$ cat src/verilog/wake_power_cfg.svh
// Register map, field positions, reset values and timing constants of the wake power block.
// Summary of operation
// RL1 - Enabled wake events switch the supply on.
// RL2 - Panel off, software off, power fail switch off.
// RL3 - Panel switch debounced on 32.768 kHz ticks.
// RL4 - Four second press forces supply off at once.
// RL5 - Power fail flag bit 7, write one clears.
// RL6 - Bit 6 clears off-save timer, self-clearing.
// RL7 - Bit 5 software off, immediate, self-clearing.
// RL8 - Bit 4 mirrors fail flag, blocks non-panel wakes.
// RL9 - Bit 3 clears management interrupt, self-clearing.
// RL10 - Bit 2 selects level or edge interrupt.
// RL11 - Ring mode: falling edge or 11Hz train.
// RL12 - Bit 0 halts the off delay timer.
// RL13 - Enable bits let falling edges wake supply.
// RL14 - Alarm B enable wakes supply on alarm.
// RL15 - Status bit 7 shows phone ring level.
// RL16 - Bit 5 shows panel off seen, writable.
// RL17 - Bit 4 set at delay expiry, read clears.
// RL18 - Ring edges set bits 3..1, read clears.
// RL19 - Alarm B sets bit 0, read clears.
// RL20 - Clock and wake edges set bits 3..0.
// RL21 - Bits 7:6 select 0, 5, 13, 21 s.
// RL22 - Bit 5 sets interrupt polarity, tristate idle.
// RL23 - Supply stays on until an off event.
// RL24 - Wake inputs synchronised before edge detection.
`ifndef WAKE_POWER_CFG_SVH
`define WAKE_POWER_CFG_SVH

`define ADDR_CTRL        8'h49
`define ADDR_ENABLE      8'h4a
`define ADDR_STAT_A      8'h4b
`define ADDR_STAT_B      8'h4c

`define CTRL_PF          7
`define CTRL_CLEAR_OFF_SAVE_TIMER      6
`define CTRL_SOFTOFF     5
`define CTRL_BLOCK       4
`define CTRL_CLRIRQ      3
`define CTRL_LEVEL       2
`define CTRL_RINGMODE    1
`define CTRL_HALT        0

`define STA_RINGLVL      7
`define STA_PANELOFF     5
`define STA_EXPIRED      4
`define STB_POLARITY     5

`define RESET_BYTE       8'h00
`define CLK_HZ           125000000
`define RTC_HZ           32768
`define TICK_DIV         (`CLK_HZ / `RTC_HZ)
`define DEBOUNCE_TICKS   16'h0200
`define OVERRIDE_SEC     4
`define RING_WINDOW_MS   200
`define RING_MAX_GAP_MS  90
`define RING_PULSES      2
`define DELAY_SEC_1      5
`define DELAY_SEC_2      13
`define DELAY_SEC_3      21

`endif

$ cat src/verilog/wake_power_pkg.sv
// Types shared by the wake power block.
package wake_power_pkg;
    typedef struct packed {
        logic [7:0] addr;
        logic [7:0] wdata;
        logic       wr;
        logic       rd;
    } reg_req_s;

    typedef struct packed {
        logic mouse_clk;
        logic kbd_clk;
        logic ring_b;
        logic ring_a;
        logic phone_ring;
        logic wake2;
        logic wake1;
    } wake_pins_s;

    typedef enum logic [1:0] {
        PWR_OFF,
        PWR_ON,
        PWR_OFF_DELAY
    } pwr_state_e;
endpackage

$ cat src/verilog/wake_power_control.sv
// Always-on power switching and wake event logic with its four control registers.
//
// Chosen here: the strobed register port.
`timescale 1ns/1ps
`include "wake_power_cfg.svh"
module wake_power_control #(
    parameter int unsigned TICK_DIV       = `TICK_DIV,
    parameter int unsigned TICKS_PER_SEC  = `RTC_HZ,
    parameter int unsigned DEBOUNCE_TICKS = `DEBOUNCE_TICKS
) (
    input  wire logic                     clk,
    input  wire logic                     rst,
    input  wire wake_power_pkg::reg_req_s req,
    output logic [7:0]                    rdata,
    input  wire wake_power_pkg::wake_pins_s pins,
    input  wire logic                     panel_switch_n,
    input  wire logic                     power_fail,
    input  wire logic                     alarm_b_hit,
    output logic                          supply_on_ctl,
    output logic                          mgmt_irq_out,
    output logic                          mgmt_irq_oe
);
    import wake_power_pkg::*;

    localparam int unsigned SECW = 32;
    localparam logic [SECW-1:0] OVR_TICKS  = SECW'(`OVERRIDE_SEC * TICKS_PER_SEC);
    localparam logic [SECW-1:0] RING_WIN   = SECW'(`RING_WINDOW_MS * TICKS_PER_SEC / 1000);
    localparam logic [SECW-1:0] RING_GAP   = SECW'(`RING_MAX_GAP_MS * TICKS_PER_SEC / 1000);
    localparam logic [SECW-1:0] DEB_TICKS  = SECW'(DEBOUNCE_TICKS);

    typedef struct packed {
        logic [15:0]     div;
        logic            tick;
        logic [6:0]      sync1;
        logic [6:0]      sync2;
        logic [6:0]      prev;
        logic            psw1;
        logic            psw2;
        logic            psw_stable;
        logic [SECW-1:0] deb_cnt;
        logic [SECW-1:0] hold_cnt;
        logic            override_done;
        logic            pf1;
        logic            pf2;
        logic            pf_prev;
        logic            alarm_prev;
        logic [SECW-1:0] ring_win;
        logic [SECW-1:0] ring_gap;
        logic [3:0]      ring_pulses;
        logic            ring_active;
        logic [7:0]      ctrl;
        logic [7:0]      enable;
        logic [7:0]      stat_a;
        logic [7:0]      stat_b;
        pwr_state_e      pstate;
        logic [SECW-1:0] delay_cnt;
        logic            irq;
        logic            supply;
        logic            irq_pin;
        logic            irq_oe;
        logic [7:0]      rdata;
    } state_s;

    state_s cur;
    state_s next_cur;

    function automatic logic [SECW-1:0] delay_of(input logic [1:0] sel);
        case (sel)
            2'b01:   delay_of = SECW'(`DELAY_SEC_1 * TICKS_PER_SEC);
            2'b10:   delay_of = SECW'(`DELAY_SEC_2 * TICKS_PER_SEC);
            2'b11:   delay_of = SECW'(`DELAY_SEC_3 * TICKS_PER_SEC);
            default: delay_of = '0;
        endcase
    endfunction

    always_comb begin
        logic [6:0] falls;
        logic       press;
        logic       ring_event;
        logic       alarm_ev;
        logic       pf_rise;
        logic       wake_any;
        logic       off_now;
        logic       expired;
        logic       irq_event;
        logic       rd_a;
        logic       rd_b;
        falls      = '0;
        press      = 1'b0;
        ring_event = 1'b0;
        alarm_ev   = 1'b0;
        pf_rise    = 1'b0;
        wake_any   = 1'b0;
        off_now    = 1'b0;
        expired    = 1'b0;
        irq_event  = 1'b0;
        rd_a       = req.rd && req.addr == `ADDR_STAT_A;
        rd_b       = req.rd && req.addr == `ADDR_STAT_B;
        next_cur   = cur;

        // The wake pins, panel switch and timers advance on a slow tick standing in for the RTC oscillator.
        next_cur.tick = 1'b0;
        if (cur.div >= 16'(TICK_DIV - 1)) begin
            next_cur.div  = '0;
            next_cur.tick = 1'b1;
        end else begin
            next_cur.div = cur.div + 16'h0001;
        end

        // Power fail and alarm are sampled every cycle so a short event is never missed.
        next_cur.pf1        = power_fail;
        next_cur.pf2        = cur.pf1;
        next_cur.pf_prev    = cur.pf2;
        pf_rise             = cur.pf2 && !cur.pf_prev;
        next_cur.alarm_prev = alarm_b_hit;
        alarm_ev            = alarm_b_hit && !cur.alarm_prev;

        if (cur.tick) begin
            next_cur.sync1 = pins; // see RL24
            next_cur.sync2 = cur.sync1;
            next_cur.prev  = cur.sync2;
            falls          = cur.prev & ~cur.sync2;
            next_cur.psw1  = !panel_switch_n;
            next_cur.psw2  = cur.psw1;
            // A level change must hold for the whole debounce window to count.
            if (cur.psw2 != cur.psw_stable) begin // see RL3
                if (cur.deb_cnt >= DEB_TICKS) begin
                    next_cur.psw_stable = cur.psw2;
                    next_cur.deb_cnt    = '0;
                    press               = cur.psw2;
                end else begin
                    next_cur.deb_cnt = cur.deb_cnt + 1'b1;
                end
            end else begin
                next_cur.deb_cnt = '0;
            end
            if (cur.psw_stable && !cur.override_done) begin
                next_cur.hold_cnt = cur.hold_cnt + 1'b1;
            end else if (!cur.psw_stable) begin
                next_cur.hold_cnt      = '0;
                next_cur.override_done = 1'b0;
            end
            // Ring train: pulses no further apart than the gap, lasting the full window.
            if (cur.ctrl[`CTRL_RINGMODE]) begin // see RL11
                ring_event           = falls[2];
                next_cur.ring_active = 1'b0;
            end else if (falls[2]) begin
                next_cur.ring_gap = '0;
                if (!cur.ring_active) begin
                    next_cur.ring_active = 1'b1;
                    next_cur.ring_win    = '0;
                    next_cur.ring_pulses = 4'h1;
                end else if (cur.ring_pulses != 4'hf) begin
                    next_cur.ring_pulses = cur.ring_pulses + 4'h1;
                end
            end else if (cur.ring_active) begin
                next_cur.ring_gap = cur.ring_gap + 1'b1;
                next_cur.ring_win = cur.ring_win + 1'b1;
                if (cur.ring_gap >= RING_GAP) begin
                    next_cur.ring_active = 1'b0;
                end else if (cur.ring_win >= RING_WIN &&
                             cur.ring_pulses >= 4'(`RING_PULSES)) begin
                    ring_event           = 1'b1;
                    next_cur.ring_active = 1'b0;
                end
            end
        end

        // Register writes; self-clearing command bits are never stored.
        if (req.wr) begin
            case (req.addr)
                `ADDR_CTRL: begin
                    next_cur.ctrl[2:0] = req.wdata[2:0];
                    if (req.wdata[`CTRL_PF]) begin
                        next_cur.ctrl[`CTRL_PF] = 1'b0; // see RL5
                    end
                end
                `ADDR_ENABLE: next_cur.enable = req.wdata;
                `ADDR_STAT_A: next_cur.stat_a[`STA_PANELOFF] = req.wdata[`STA_PANELOFF]; // see RL16
                `ADDR_STAT_B: next_cur.stat_b[7:5] = req.wdata[7:5]; // see RL21
                default: ;
            endcase
        end
        if (rd_a) begin
            next_cur.stat_a[`STA_EXPIRED] = 1'b0; // see RL17
            next_cur.stat_a[3:0]          = '0;   // see RL18
        end
        if (rd_b) begin
            next_cur.stat_b[3:0] = '0; // see RL20
        end

        // Hardware sets come after the clears so a simultaneous event wins.
        if (pf_rise) begin
            next_cur.ctrl[`CTRL_PF] = 1'b1; // see RL5
        end
        next_cur.ctrl[`CTRL_BLOCK] = next_cur.ctrl[`CTRL_PF]; // see RL8
        next_cur.ctrl[7:3]         = {next_cur.ctrl[7], 2'b00, next_cur.ctrl[`CTRL_BLOCK], 1'b0};
        if (falls[4]) next_cur.stat_a[3] = 1'b1; // see RL18
        if (falls[3]) next_cur.stat_a[2] = 1'b1;
        if (ring_event) next_cur.stat_a[1] = 1'b1;
        if (alarm_ev) next_cur.stat_a[0] = 1'b1; // see RL19
        if (falls[6]) next_cur.stat_b[3] = 1'b1; // see RL20
        if (falls[5]) next_cur.stat_b[2] = 1'b1;
        if (falls[1]) next_cur.stat_b[1] = 1'b1;
        if (falls[0]) next_cur.stat_b[0] = 1'b1;
        next_cur.stat_b[4] = 1'b0;
        next_cur.stat_a[6] = 1'b0;
        next_cur.stat_a[`STA_RINGLVL] = cur.sync2[2]; // see RL15

        wake_any = (falls[6] && cur.enable[7]) || (falls[5] && cur.enable[6]) // see RL13
                || (falls[4] && cur.enable[5]) || (falls[3] && cur.enable[4])
                || (ring_event && cur.enable[3]) || (falls[1] && cur.enable[2])
                || (falls[0] && cur.enable[1])
                || (alarm_ev && cur.enable[0]); // see RL14
        if (cur.ctrl[`CTRL_BLOCK]) begin
            wake_any = 1'b0; // see RL8
        end

        // Power state: on events, orderly off with delay, and forced off paths.
        off_now = (req.wr && req.addr == `ADDR_CTRL && req.wdata[`CTRL_SOFTOFF]) // see RL7
               || pf_rise; // see RL2
        if (cur.tick && cur.psw_stable && !cur.override_done && cur.hold_cnt >= OVR_TICKS) begin
            off_now                = 1'b1; // see RL4
            next_cur.override_done = 1'b1;
        end
        case (cur.pstate)
            PWR_OFF: begin
                if (press || wake_any) begin // see RL1
                    next_cur.pstate = PWR_ON;
                    irq_event       = 1'b1;
                end
            end
            PWR_ON: begin
                // The panel switch is a push button, so a second debounced press is the off event.
                if (press && !off_now) begin // see RL2
                    next_cur.stat_a[`STA_PANELOFF] = 1'b1; // see RL16
                    next_cur.delay_cnt = delay_of(cur.stat_b[7:6]); // see RL21
                    next_cur.pstate    = PWR_OFF_DELAY;
                    irq_event          = 1'b1;
                end
            end
            PWR_OFF_DELAY: begin
                if (req.wr && req.addr == `ADDR_CTRL && req.wdata[`CTRL_CLEAR_OFF_SAVE_TIMER]) begin
                    next_cur.delay_cnt = '0; // see RL6
                    next_cur.pstate    = PWR_ON;
                end else if (cur.delay_cnt == '0) begin
                    expired = 1'b1;
                end else if (cur.tick && !cur.ctrl[`CTRL_HALT]) begin // see RL12
                    next_cur.delay_cnt = cur.delay_cnt - 1'b1;
                end
                if (expired) begin
                    next_cur.stat_a[`STA_EXPIRED] = 1'b1; // see RL17
                    next_cur.pstate = PWR_OFF;
                end
            end
            default: next_cur.pstate = PWR_OFF;
        endcase
        if (off_now) begin
            next_cur.pstate = PWR_OFF; // see RL23
        end
        next_cur.supply = next_cur.pstate != PWR_OFF;

        // Interrupt: level mode holds until cleared, edge mode is one tick long.
        if (irq_event) begin
            next_cur.irq = 1'b1;
        end else if (req.wr && req.addr == `ADDR_CTRL && req.wdata[`CTRL_CLRIRQ]) begin
            next_cur.irq = 1'b0; // see RL9
        end else if (!cur.ctrl[`CTRL_LEVEL] && cur.tick) begin
            next_cur.irq = 1'b0; // see RL10
        end
        next_cur.irq_oe  = next_cur.irq; // see RL22
        next_cur.irq_pin = next_cur.irq ^ next_cur.stat_b[`STB_POLARITY];

        next_cur.rdata = `RESET_BYTE;
        if (req.rd) begin
            case (req.addr)
                `ADDR_CTRL:   next_cur.rdata = cur.ctrl;
                `ADDR_ENABLE: next_cur.rdata = cur.enable;
                `ADDR_STAT_A: next_cur.rdata = cur.stat_a;
                `ADDR_STAT_B: next_cur.rdata = cur.stat_b;
                default:      next_cur.rdata = `RESET_BYTE;
            endcase
        end
    end

    always_ff @(posedge clk) begin
        if (rst) begin
            cur        <= '0;
            cur.pstate <= PWR_OFF;
        end else begin
            cur <= next_cur;
        end
    end

    assign rdata         = cur.rdata;
    assign supply_on_ctl = cur.supply;
    assign mgmt_irq_out  = cur.irq_pin;
    assign mgmt_irq_oe   = cur.irq_oe;
endmodule

$ cat config.mk
export PLATFORM = sky130hd
export DESIGN_NAME = wake_power_control
export DESIGN_NICKNAME = d
export VERILOG_FILES = /design/src/verilog/wake_power_pkg.sv /design/src/verilog/wake_power_control.sv
export VERILOG_INCLUDE_DIRS = /design/src /design/src/verilog
export SDC_FILE = /design/constraint.sdc
export NUM_CORES = 1
export LEC_CHECK = 0
export ABC_AREA = 1
export CAP_MARGIN = 40
export CELL_PAD_IN_SITES_DETAIL_PLACEMENT = 0
export CELL_PAD_IN_SITES_GLOBAL_PLACEMENT = 1
export CORE_ASPECT_RATIO = 1.25
export CORE_MARGIN = 10
export CORE_UTILIZATION = 48
export CTS_BUF_LIST = sky130_fd_sc_hd__clkbuf_8
export CTS_CLUSTER_SIZE = 40
export DETAILED_ROUTE_END_ITERATION = 10
export DONT_BUFFER_PORTS = 1
export PLACE_DENSITY_LB_ADDON = 0.3
export SLEW_MARGIN = 20
export SYNTH_ARGS = -nofsm -noshare
export SYNTH_HDL_FRONTEND = slang
export SYNTH_SLANG_ARGS = --single-unit
$ cat constraint.sdc
create_clock -name clk -period 2.1 [get_ports clk]
set_input_delay 0.21 -clock clk [delete_from_list [all_inputs] [get_ports clk]]
set_output_delay 0.21 -clock clk [all_outputs]
set_load 0.01 [all_outputs]
Word level (Yosys, flattened, before mapping)

Index checks and enable logic that the tools add are counted.
Widths: inputs -> output; s select.

Register bits after elaboration: 255
Bits of input ports: 30
Output and inout port bits: 11
Logic and storage cells: 218

$add $sub $neg: 7
Order comparisons: 6
Eq/ne operators: 19
Muxes and demuxes: 73
Bitwise gates (word level): 5
Reductions and logical operators: 66

Operators with widths:

| cell                  | count |
|---|---|
| $mux 32               | 7 |
| $add 32x1->32 const B | 4 |
| $mux 64               | 2 |
| $pmux 32 s2           | 1 |
| $pmux 20 s3           | 1 |
| $mux 1                | 48 |
| $mux 34               | 1 |
| $mux 33               | 1 |
| $eq 8x7->1 const B    | 4 |
| $ge 32x10->1 const B  | 1 |
| $ge 32x12->1 const B  | 1 |
| $ge 32x13->1 const B  | 1 |
| $ge 32x18->1 const B  | 1 |
| $logic_not 32->1      | 1 |
| $pmux 8 s4            | 1 |
| $sub 32x1->32 const B | 1 |
| $logic_and 1x1->1     | 24 |
| $reduce_bool 2->1     | 12 |
| $add 16x1->16 const B | 1 |
| $ge 16x12->1 const B  | 1 |
| $mux 4                | 3 |
| $reduce_and 4->1      | 3 |
| $logic_or 1x1->1      | 9 |
| $reduce_and 3->1      | 3 |
| other kinds (22)      | 44 |

Depth between registers and ports, before layout

Gate-level depths: netlist of the first run.

Word-level depth: 19
Mapped depth: 18
Depth with buffers taken out: 18

Worst setup path before layout of the first run

OpenSTA, ideal clock, no wires.

Path kind: register to register
From: register cur[12] in the netlist's numbering
To: register cur[22] in the netlist's numbering
Library setup time: 0.132 ns
Arrival: 1.699 ns
Data required time: 1.968 ns
Path slack: 0.269 ns
Stages on the path, launching flop included: 13
Buffers on the path: 1
Clock period less this slack: 1.831 ns
Cell sequence: dfxtp_1 > inv_1 > ha_1 > nand2_1 > nor3_4 > nand3_1 > nor2_1 > nand3_1 > nand2_4 > inv_4 > buf_6 > nand2_1 > a21oi_1

Longest elaborated chain between the ends: 5
Elaborated cells on any way between the ends: 8
Classes of those cells: 1 x add/sub; 1 x eq/ne; 4 x mux; 2 x reduce/logical

Ends and longest elaborated chain:

| element                  | line                      | text |
|---|---|---|
| start: declaration       | wake_power_control.sv:64  | `state_s cur;` |
| start signal: assignment | wake_power_control.sv:291 | `cur <= next_cur;` |
| $sub 32x1->32            | wake_power_control.sv:249 | `next_cur.delay_cnt = cur.delay_cnt - 1'b1;` |
| $mux 32                  | wake_power_control.sv:248 | `` end else if (cur.tick && !cur.ctrl[`CTRL_HALT]) begin `` |
| $mux 32                  | wake_power_control.sv:246 | `end else if (cur.delay_cnt == '0) begin` |
| $mux 32                  | wake_power_control.sv:243 | `` if (req.wr && req.addr == `ADDR_CTRL && req.wdata[`CTRL_CLEAR_OFF_SAVE_TIMER]) begin `` |
| $pmux 32 s2              | wake_power_control.sv:226 | `case (cur.pstate)` |

Several ways; a longest one is shown, not always the timed one. The select of a mux whose other input is x is not followed.
A chain may end at the register's enable or synchronous reset.

Worst setup path after layout of the first run

From: register cur[240] in the netlist's numbering
To: register cur[155] in the netlist's numbering

Longest elaborated chain between the ends: 1

Ends and longest elaborated chain:

| element |
|---|
| $reduce_and 2->1 (no line) |

No other way between the ends.

==> results.toml, run 1 <==
[status]
status = "complete, no violations"

[power_and_ir_drop]
p_leak_nw = 5.79
ir_worst_vdd_mv = 0.505
p_per_area_nw_per_um2 = 668

[worst_setup_path]
cp_max_fo = 28
critical_path.cell_chain = "buf_6, nand2_1, nand2_1, clkinvlp_4, nand2_1, a21oi_1, dlygate4sd3_1"
rr_endpoint = "cur[155]"
slowest_stage = "dlygate4sd3_1"
timing.rr.start = "cur[240]"
critical_path_class = "reg -> reg"
worst_setup_path_end_kind = "flip-flop"
cp.arrival_ns = 2.36
rr_worst_depth = 7
cp_data_required_time_ns = 2.53
start_kind = "flip-flop"
slowest_delay_ns = 0.55
startpoint = "cur[240]"
r2r_setup_slack_ns = 0.17
cpMostUsedCell = "nand2_1"

[floorplan]
ios = 41
die_y_um = 200
dieArea_um2 = 32800
die_width_um = 164
initial_core_util = 0.491
rows = 65
core_region_area_um2 = 25400

[clocking]
cts.clk_slew.worst_paths_ns = 0.06
cts_tree = "built"
worst_skew_pair.late_latency_ns = 0.55
numCtsBuffers = 43
cts_max_path_buffers = 3
cts.sinks = 250
h-tree-depth = 2
cts_root_buf = "clkbuf_8"

[placed_design]
dp_cells = 2121
place.gp.congestion = 0.863
hpwl_mm = 21.2
numPortBuffers = 0

[timing]
report.final.slew_viol_count = 0
setup_viol = 0
worst_slew_pin_slew_ns = 0.543
rsz0062_at_grt = "true"
fin_crit_ns = 1.93
relSlewSlack = 0.636
fmax_ghz = 0.518
period_share = 0.919
fin_tns_setup_ns = 0
hold_viol_final = 0
fin_skew_ns = 0.0202

[min_path]
hp-start = "rst"
hold_class = "in -> reg"
hold_depth = 3
holdPathEnd = "cur[97]"

[grt]
busiest_layer = "met2"
grt_pass1_vias = 10800
use_met2 = 0.297
grt_max_degree = 109
antenna_found_initial = 3
grt_pass1_wl_mm = 51.5
grt_overflow_total = 0
grt_use_total = 0.182
grt_util_met1 = 0.243
grt_use_met3 = 0.0336

[logic_synthesis]
syn_inst = 1790
synth_cell_type_count = 65
synth_edf_count = 0
yosysWarnings = 0
async_flop_share = 0
ys_top_cells_by_area = "dfxtp_1 (40%), nand2_1 (12%), nor2_1 (7.4%), a21oi_1 (6.7%), inv_1 (6.2%)"
ys_ff_latch = 250
avgSynthCellArea_um2 = 6.96
synth_flop_cell = "dfxtp_1"
synthesis.area_um2 = 12500
synth_area_leader_cell = "dfxtp_1"
synth_top_cell_area_share = 0.402
yosysSeqAreaShare = 0.402

[finish]
fin_cells = 2226
final_cell_mix = "nand2_1 (384), dfxtp_1 (244), nor2_1 (238)"
syn_to_final_growth_pct = 14.4
nets = 1907
final_common_cell = "nand2_1"
fillCellCount = 2509
final_core_util = 0.562
layout-drive-gt1-share = 0.109

[route]
wirelength_mm = 30.4
drc = 0
drt-pass1-iter-count = 5
drt-initial-drc-count = 817
via_per_inst = 5.11
routedWlPerCell_um = 13.7
vias = 11400
drt.antenna.violating_nets = 0

[run]
maxCapViolations = 0
==> state kept, by name, summed over array words and instances, names as in the netlist <==
register / count
rdata: 8
supply_on_ctl: 1
mgmt_irq_out: 1
cur: 239
mgmt_irq_oe: 1
==> area by class of cell <==
type,count,area [um2],area share
Clock inverter,18,85.1,0.00597
Multi-Input combinational cell,1267,6440,0.452
Sequential cell,250,5020,0.352
Timing Repair Buffer,78,689,0.0484
Tap cell,335,419,0.0294
Inverter,221,842,0.0591
Antenna cell,2,5.00,0.000351
Clock buffer,55,757,0.0531
==> critical path, delay by kind of cell, from the launching register on <==
kind,cells,cell delay [ns]
AOI/OAI and AO/OA,1,0.06
DFF,1,0.35
and+or+nand+nor,3,0.39
buffers and inverters,3,1.01
==> per-layer routing <==
layer / up-vias / share of wire
met2: 194 / 0.46
met4: 2 / 0.019
met5: - / 0.00043
met1: 5127 / 0.48
li1: 5994 / -
met3: 51 / 0.047
==> metrics by stage <==
stage	hold slack, ns	setup WS, ns	cell area (um2)	total power (W)
global route	0.0420	-0.0171	14300	0.00993
detailed placement	0.298	0.0618	13000	0.00524
floorplan	0.304	0.269	12500	0.00517
global placement	0.294	0.127	13000	0.00523
finish	0.0372	0.170	14300	0.00952
CTS	0.000334	0.0325	14100	0.00967
==> kinds of logic (layout without fill, tap and decap cells) <==
group,count (synthesis),in the layout,share of synthesized area
simple gates,895,895,0.329
compound gates,315,315,0.138
buf+inv,276,372,0.0890
flops,250,250,0.402
xor+xnor,37,37,0.0260
fa+ha+maj,16,16,0.0161
other cells,1,6,0.000301
==> worst max-delay path by stage <==
stage | to | slack, ns | cells after the start
2_1_floorplan | cur[22] | 0.27 | 12
3_3_place_gp | mgmt_irq_out | 0.13 | 16
3_5_place_dp | supply_on_ctl | 0.06 | 16
4_1_cts | supply_on_ctl | 0.03 | 16
5_1_grt | cur[14] | -0.02 | 10
6_report | cur[155] | 0.17 | 7
==> cell usage after synthesis (6+ instances only) <==
master,instances
nor2_1,244
or2_2,7
nor4_1,21
xnor2_1,9
nor2_4,9
nor3_2,7
a21oi_1,167
nor2_2,12
nand2_1,386
o21ai_0,94
inv_1,207
nand2_2,6
xor2_1,28
nand3_1,66
a31oi_1,6
ha_1,16
clkbuf_1,36
dfxtp_1,250
inv_2,9
buf_4,8
a221oi_1,8
nand4_1,36
a211oi_1,6
nor3_1,68
==> power by group <==
group / internal, W / switching [W]
Combinational: 0.000127 / 0.000261
Clock: 0.00234 / 0.00195
Sequential: 0.00480 / 0.0000326
Total: 0.00727 / 0.00225
==> timing repair <==
item,in CTS,in global routing
setup endpoints to repair,0,54
buffers inserted,0,3
hold endpoints to repair,138,0
resized for setup,0,36
hold buffers,27,0
Note: power is estimated with default switching activity, not from simulation.
==> inputs of run 2 (changes only) <==
--- a/config.mk
+++ b/config.mk
@@ -9,3 +9,3 @@
 export ABC_AREA = 1
-export CAP_MARGIN = 40
+export CAP_MARGIN = 20
 export CELL_PAD_IN_SITES_DETAIL_PLACEMENT = 0
==> constraint.sdc (replaced) <==
create_clock -name clk -period 2.1 [get_ports clk]
set_input_delay 0.315 -clock clk [delete_from_list [all_inputs] [get_ports clk]]
set_output_delay 0.315 -clock clk [all_outputs]
set_load 0.01 [all_outputs]
==> run 2 against run 1 <==
Compared with the run above:
- sequential share of layout area is 0.66 points lower
- sequential power hardly changed
- worst hold slack better by 0.0073 ns
- maximum frequency is 1.7% lower
- power is 2.9% higher
- combinational power is 7.0% higher
- setup slack worse by 0.033 ns
- first-iteration DRC count is 22% lower
- clock skew is 0.013 ns higher
- via count is 1.7% higher
- clock-buffer cell count is 2 lower
- largest cell class unchanged
==> results.toml, run 2 (synthesis results as in run 1) <==
[timing]
fmax_ghz = 0.510
relSlewSlack = 0.621
report.final.slew_viol_count = 0
setup_viol = 0
fin_crit_ns = 1.96
period_share = 0.935
worst_slew_pin_slew_ns = 0.568
rsz0062_at_grt = "true"
fin_tns_setup_ns = 0
hold_viol_final = 0
fin_skew_ns = 0.0327

[min_path]
hold_class = "in -> reg"
hp-start = "req[0]"
hold_depth = 3
holdPathEnd = "cur[58]"

[worst_setup_path]
cp.arrival_ns = 2.46
critical_path_class = "reg -> reg"
cp_data_required_time_ns = 2.60
worst_setup_path_end_kind = "flip-flop"
start_kind = "flip-flop"
rr_endpoint = "cur[112]"
cp_max_fo = 5
rr_worst_depth = 12
r2r_setup_slack_ns = 0.14
timing.rr.start = "cur[240]"

[floorplan]
initial_core_util = 0.491
dieArea_um2 = 32800
die_y_um = 200
die_width_um = 164
ios = 41
core_region_area_um2 = 25400
rows = 65

[route]
via_per_inst = 5.14
drc = 0
drt.antenna.violating_nets = 0
routedWlPerCell_um = 13.6
vias = 11600
drt-initial-drc-count = 635
wirelength_mm = 30.7
drt-pass1-iter-count = 5

[finish]
area.sequential_um2 = 5020
fillCellCount = 2545
layout-drive-gt1-share = 0.126
syn_to_final_growth_pct = 16.7
largest_reg_flops = 239
final_core_util = 0.573
final_cell_mix = "nand2_1 (382), dfxtp_1 (242), nor2_1 (233)"
fin_cells = 2251
multi_input_area_um2 = 6480
nets = 1929
final_common_cell = "nand2_1"
regMostFlops = "cur"

[status]
status = "complete, no violations"

[placed_design]
dp_cells = 2125
place.gp.congestion = 0.854
numPortBuffers = 0
hpwl_mm = 21.3

[grt]
grt_pass1_vias = 11100
grt_pass1_wl_mm = 51.8
grt_use_total = 0.183
antenna_found_initial = 3
grt_max_degree = 103
grt_overflow_total = 0

[clocking]
h-tree-depth = 2
worst_skew_pair.late_latency_ns = 0.56
cts_tree = "built"
cts_max_path_buffers = 3
cts_root_buf = "clkbuf_8"
cts.clk_slew.worst_paths_ns = 0.06
cts.sinks = 250
numCtsBuffers = 42

[power_and_ir_drop]
ir_worst_vdd_mv = 0.554
p_per_area_nw_per_um2 = 674
power_w = 0.00980
p_leak_nw = 5.92

[run]
maxCapViolations = 0
## run 2: what timing repair did
action	in CTS	in global routing
cloned	0	0
buffers inserted	0	18
hold buffers	31	1
pin swaps	0	14
endpoints found under the hold margin	135	1
gates resized for setup	1	52
endpoints found under the setup margin	1	57
## run 2: layout make-up
type / instances / share of cell area
multi-input cells: 1267 / 0.446
clock inverters: 22 / 0.0107
diodes: 2 / 0.000344
flip-flops and latches: 250 / 0.345
clock buffers: 53 / 0.0502
repair buffers: 101 / 0.0606
inverters: 221 / 0.0582
well taps: 335 / 0.0288
## run 2: layer usage
metal | wire (um) | GRT usage
met4 | 691 | 0.0550
met5 | 13 | 0
met1 | 14500 | 0.240
met3 | 1430 | 0.0371
met2 | 14100 | 0.296
## run 2: worst max path at each step
stage          cells past startpoint       endpoint      from
5_1_grt                           12       cur[112]  cur[240]
6_report                          12       cur[112]  cur[240]
2_1_floorplan                     12        cur[22]   cur[12]
4_1_cts                           16  supply_on_ctl   cur[83]
3_3_place_gp                      16   mgmt_irq_out  cur[115]
3_5_place_dp                      16   mgmt_irq_out  cur[115]
## run 2: power breakdown
group / internal [W] / switching [W]
Combinational: 0.000148 / 0.000266
Clock: 0.00253 / 0.00202
Sequential: 0.00480 / 0.0000339
## run 2: through the flow
stage          hold WS, ns  instance area [um2]  setup WS, ns
3_3_place_gp         0.398                13000        0.0599
4_1_cts           0.000295                14200        0.0326
5_1_grt             0.0450                14500       -0.0337
2_1_floorplan        0.388                12500         0.269
3_5_place_dp         0.399                13000        0.0396
6_report            0.0445                14500         0.137
## run 2: worst max-delay path: stages, from the launching register on
cell	delay (ns)
dfxtp_4	0.38
inv_8	0.05
nor2_8	0.13
nand2_4	0.09
nand2_8	0.09
nand3_4	0.09
nor2_4	0.15
nand3_4	0.12
nor3_4	0.24
nand2_2	0.14
nor3_2	0.21
o21ai_1	0.09
a21oi_1	0.11
==> inputs of run 3 (changes only) <==
Settings changed: MAX_ROUTING_LAYER set to met4.
==> run 3 against run 2 <==
Compared with the run above:
- maximum frequency is 0.33% lower
- non-clock buffer count decreased by 3
- worst hold slack worse by 0.0015 ns
- sequential cell count unchanged
- critical endpoint is now mgmt_irq_out
==> results.toml, run 3 (synthesis results as in run 1) <==
[status]
status = "complete, no violations"

[clocking]
numCtsBuffers = 42
cts_max_path_buffers = 3
cts.sinks = 250
worst_skew_pair.late_latency_ns = 0.57
cts.clk_slew.worst_paths_ns = 0.06
cts_tree = "built"
h-tree-depth = 2
cts_root_buf = "clkbuf_8"

[worst_setup_path]
cp.arrival_ns = 2.40
rr_endpoint = "mgmt_irq_out"
cp_max_fo = 5
startpoint = "cur[115]"
cp_data_required_time_ns = 2.53
timing.rr.start = "cur[115]"
rr_worst_depth = 16
critical_path_class = "reg -> reg"
r2r_setup_slack_ns = 0.13
start_kind = "flip-flop"
worst_setup_path_end_kind = "flip-flop"
endpoint = "mgmt_irq_out"

[finish]
layout-drive-gt1-share = 0.122
final_cell_mix = "nand2_1 (383), dfxtp_1 (244), nor2_1 (233)"
largest_reg_flops = 239
nets = 1926
final_cell_area_um2 = 14500
fillCellCount = 2548
syn_to_final_growth_pct = 16.3
regMostFlops = "cur"
final_common_cell = "nand2_1"
fin_cells = 2249

[power_and_ir_drop]
ir_worst_vdd_mv = 0.562
p_per_area_nw_per_um2 = 676
p_leak_nw = 5.89

[timing]
rsz0062_at_grt = "true"
fin_skew_ns = 0.0316
worst_slew_pin_slew_ns = 0.568
fmax_ghz = 0.508
period_share = 0.938
relSlewSlack = 0.621
report.final.slew_viol_count = 0
fin_crit_ns = 1.97
setup_viol = 0
hold_viol_final = 0

[placed_design]
place.gp.congestion = 0.868
dpl_cell_area_um2 = 13000
hpwl_mm = 21.3
numPortBuffers = 0
dp_cells = 2125

[route]
drc = 0
via_per_inst = 5.12
routedWlPerCell_um = 13.7
drt.antenna.violating_nets = 0
drt-pass1-iter-count = 5
vias = 11500
drt-initial-drc-count = 614
wirelength_mm = 30.8

[floorplan]
die_y_um = 200
rows = 65
die_width_um = 164
core_region_area_um2 = 25400
initial_core_util = 0.491
ios = 41
dieArea_um2 = 32800

[grt]
antenna_found_initial = 3
grt_pass1_vias = 11100
grt_pass1_wl_mm = 51.8
grt_use_total = 0.188
grt_overflow_total = 0
grt_max_degree = 103

[min_path]
hold_class = "in -> reg"

[run]
maxCapViolations = 0
## run 3: how the worst min path moves through the flow
stage	start	cells past startpoint	slack [ns]	end
finish	req[0]	3	0.04	cur[58]
global route	req[0]	3	0.05	cur[55]
CTS	req[0]	3	0.0003	cur[58]
detailed placement	rst	1	0.40	cur[21]
global placement	rst	1	0.40	cur[21]
floorplan	cur[150]	2	0.39	cur[149]
## run 3: final cells by class
type	count	area, um2	share of cell area
clock inverter	22	155	0.0107
sequential	250	5010	0.346
multi-input combinational	1267	6470	0.447
tap	335	419	0.0289
inverter	221	841	0.0580
timing repair buffer	98	846	0.0584
antenna	3	7.51	0.000518
clock buffer	53	729	0.0504
## run 3: layer usage
metal,share of wire,global-route usage,wire (um),vias to the layer above
met5,0,-,0,-
met4,0.022,0.0550,672,0
met3,0.044,0.0367,1350,46
met2,0.46,0.296,14100,173
met1,0.48,0.240,14600,5279
li1,-,-,-,6020
## run 3: where the power goes
| group | internal (W) | switching, W |
|---|---|---|
| clock network | 0.00253 | 0.00203 |
| registers | 0.00480 | 0.0000324 |
| logic | 0.000141 | 0.000265 |
| total | 0.00747 | 0.00232 |
## run 3: what timing repair did
action / 4_1_cts / 5_1_grt
endpoints found under the setup margin: 1 / 57
hold buffers: 31 / 1
pin swaps: 0 / 12
setup buffers: 0 / 15
resized for setup: 1 / 43
endpoints found under the hold margin: 135 / 1
## run 3: worst max-delay path: stages, from the launching register on
cell and delay (ns):
dfxtp_4 0.37, inv_1 0.04, ha_1 0.19, nand2_1 0.08, nand2_1 0.07, a21oi_2 0.15, nor2_1 0.07, nor2_1 0.18
nand2_1 0.09, nand2_2 0.09, nand3_1 0.07, nand2_1 0.07, nand2_1 0.08, nand2_1 0.06, nand2_1 0.09, nand3_1 0.09
nand2_1 0.06
## run 3: per-stage QoR
step                      setup TNS (ns)  hold WS [ns]  total power, W  setup slack [ns]   util
after floorplan                        0         0.388         0.00517             0.269      -
after global placement                 0         0.398         0.00523            0.0599  0.512
after detailed placement               0         0.399         0.00524            0.0396  0.512
after CTS                              0      0.000295         0.00990            0.0326  0.560
after global routing              -0.202        0.0451          0.0102           -0.0406  0.571
final                                  0        0.0430         0.00979             0.131  0.571
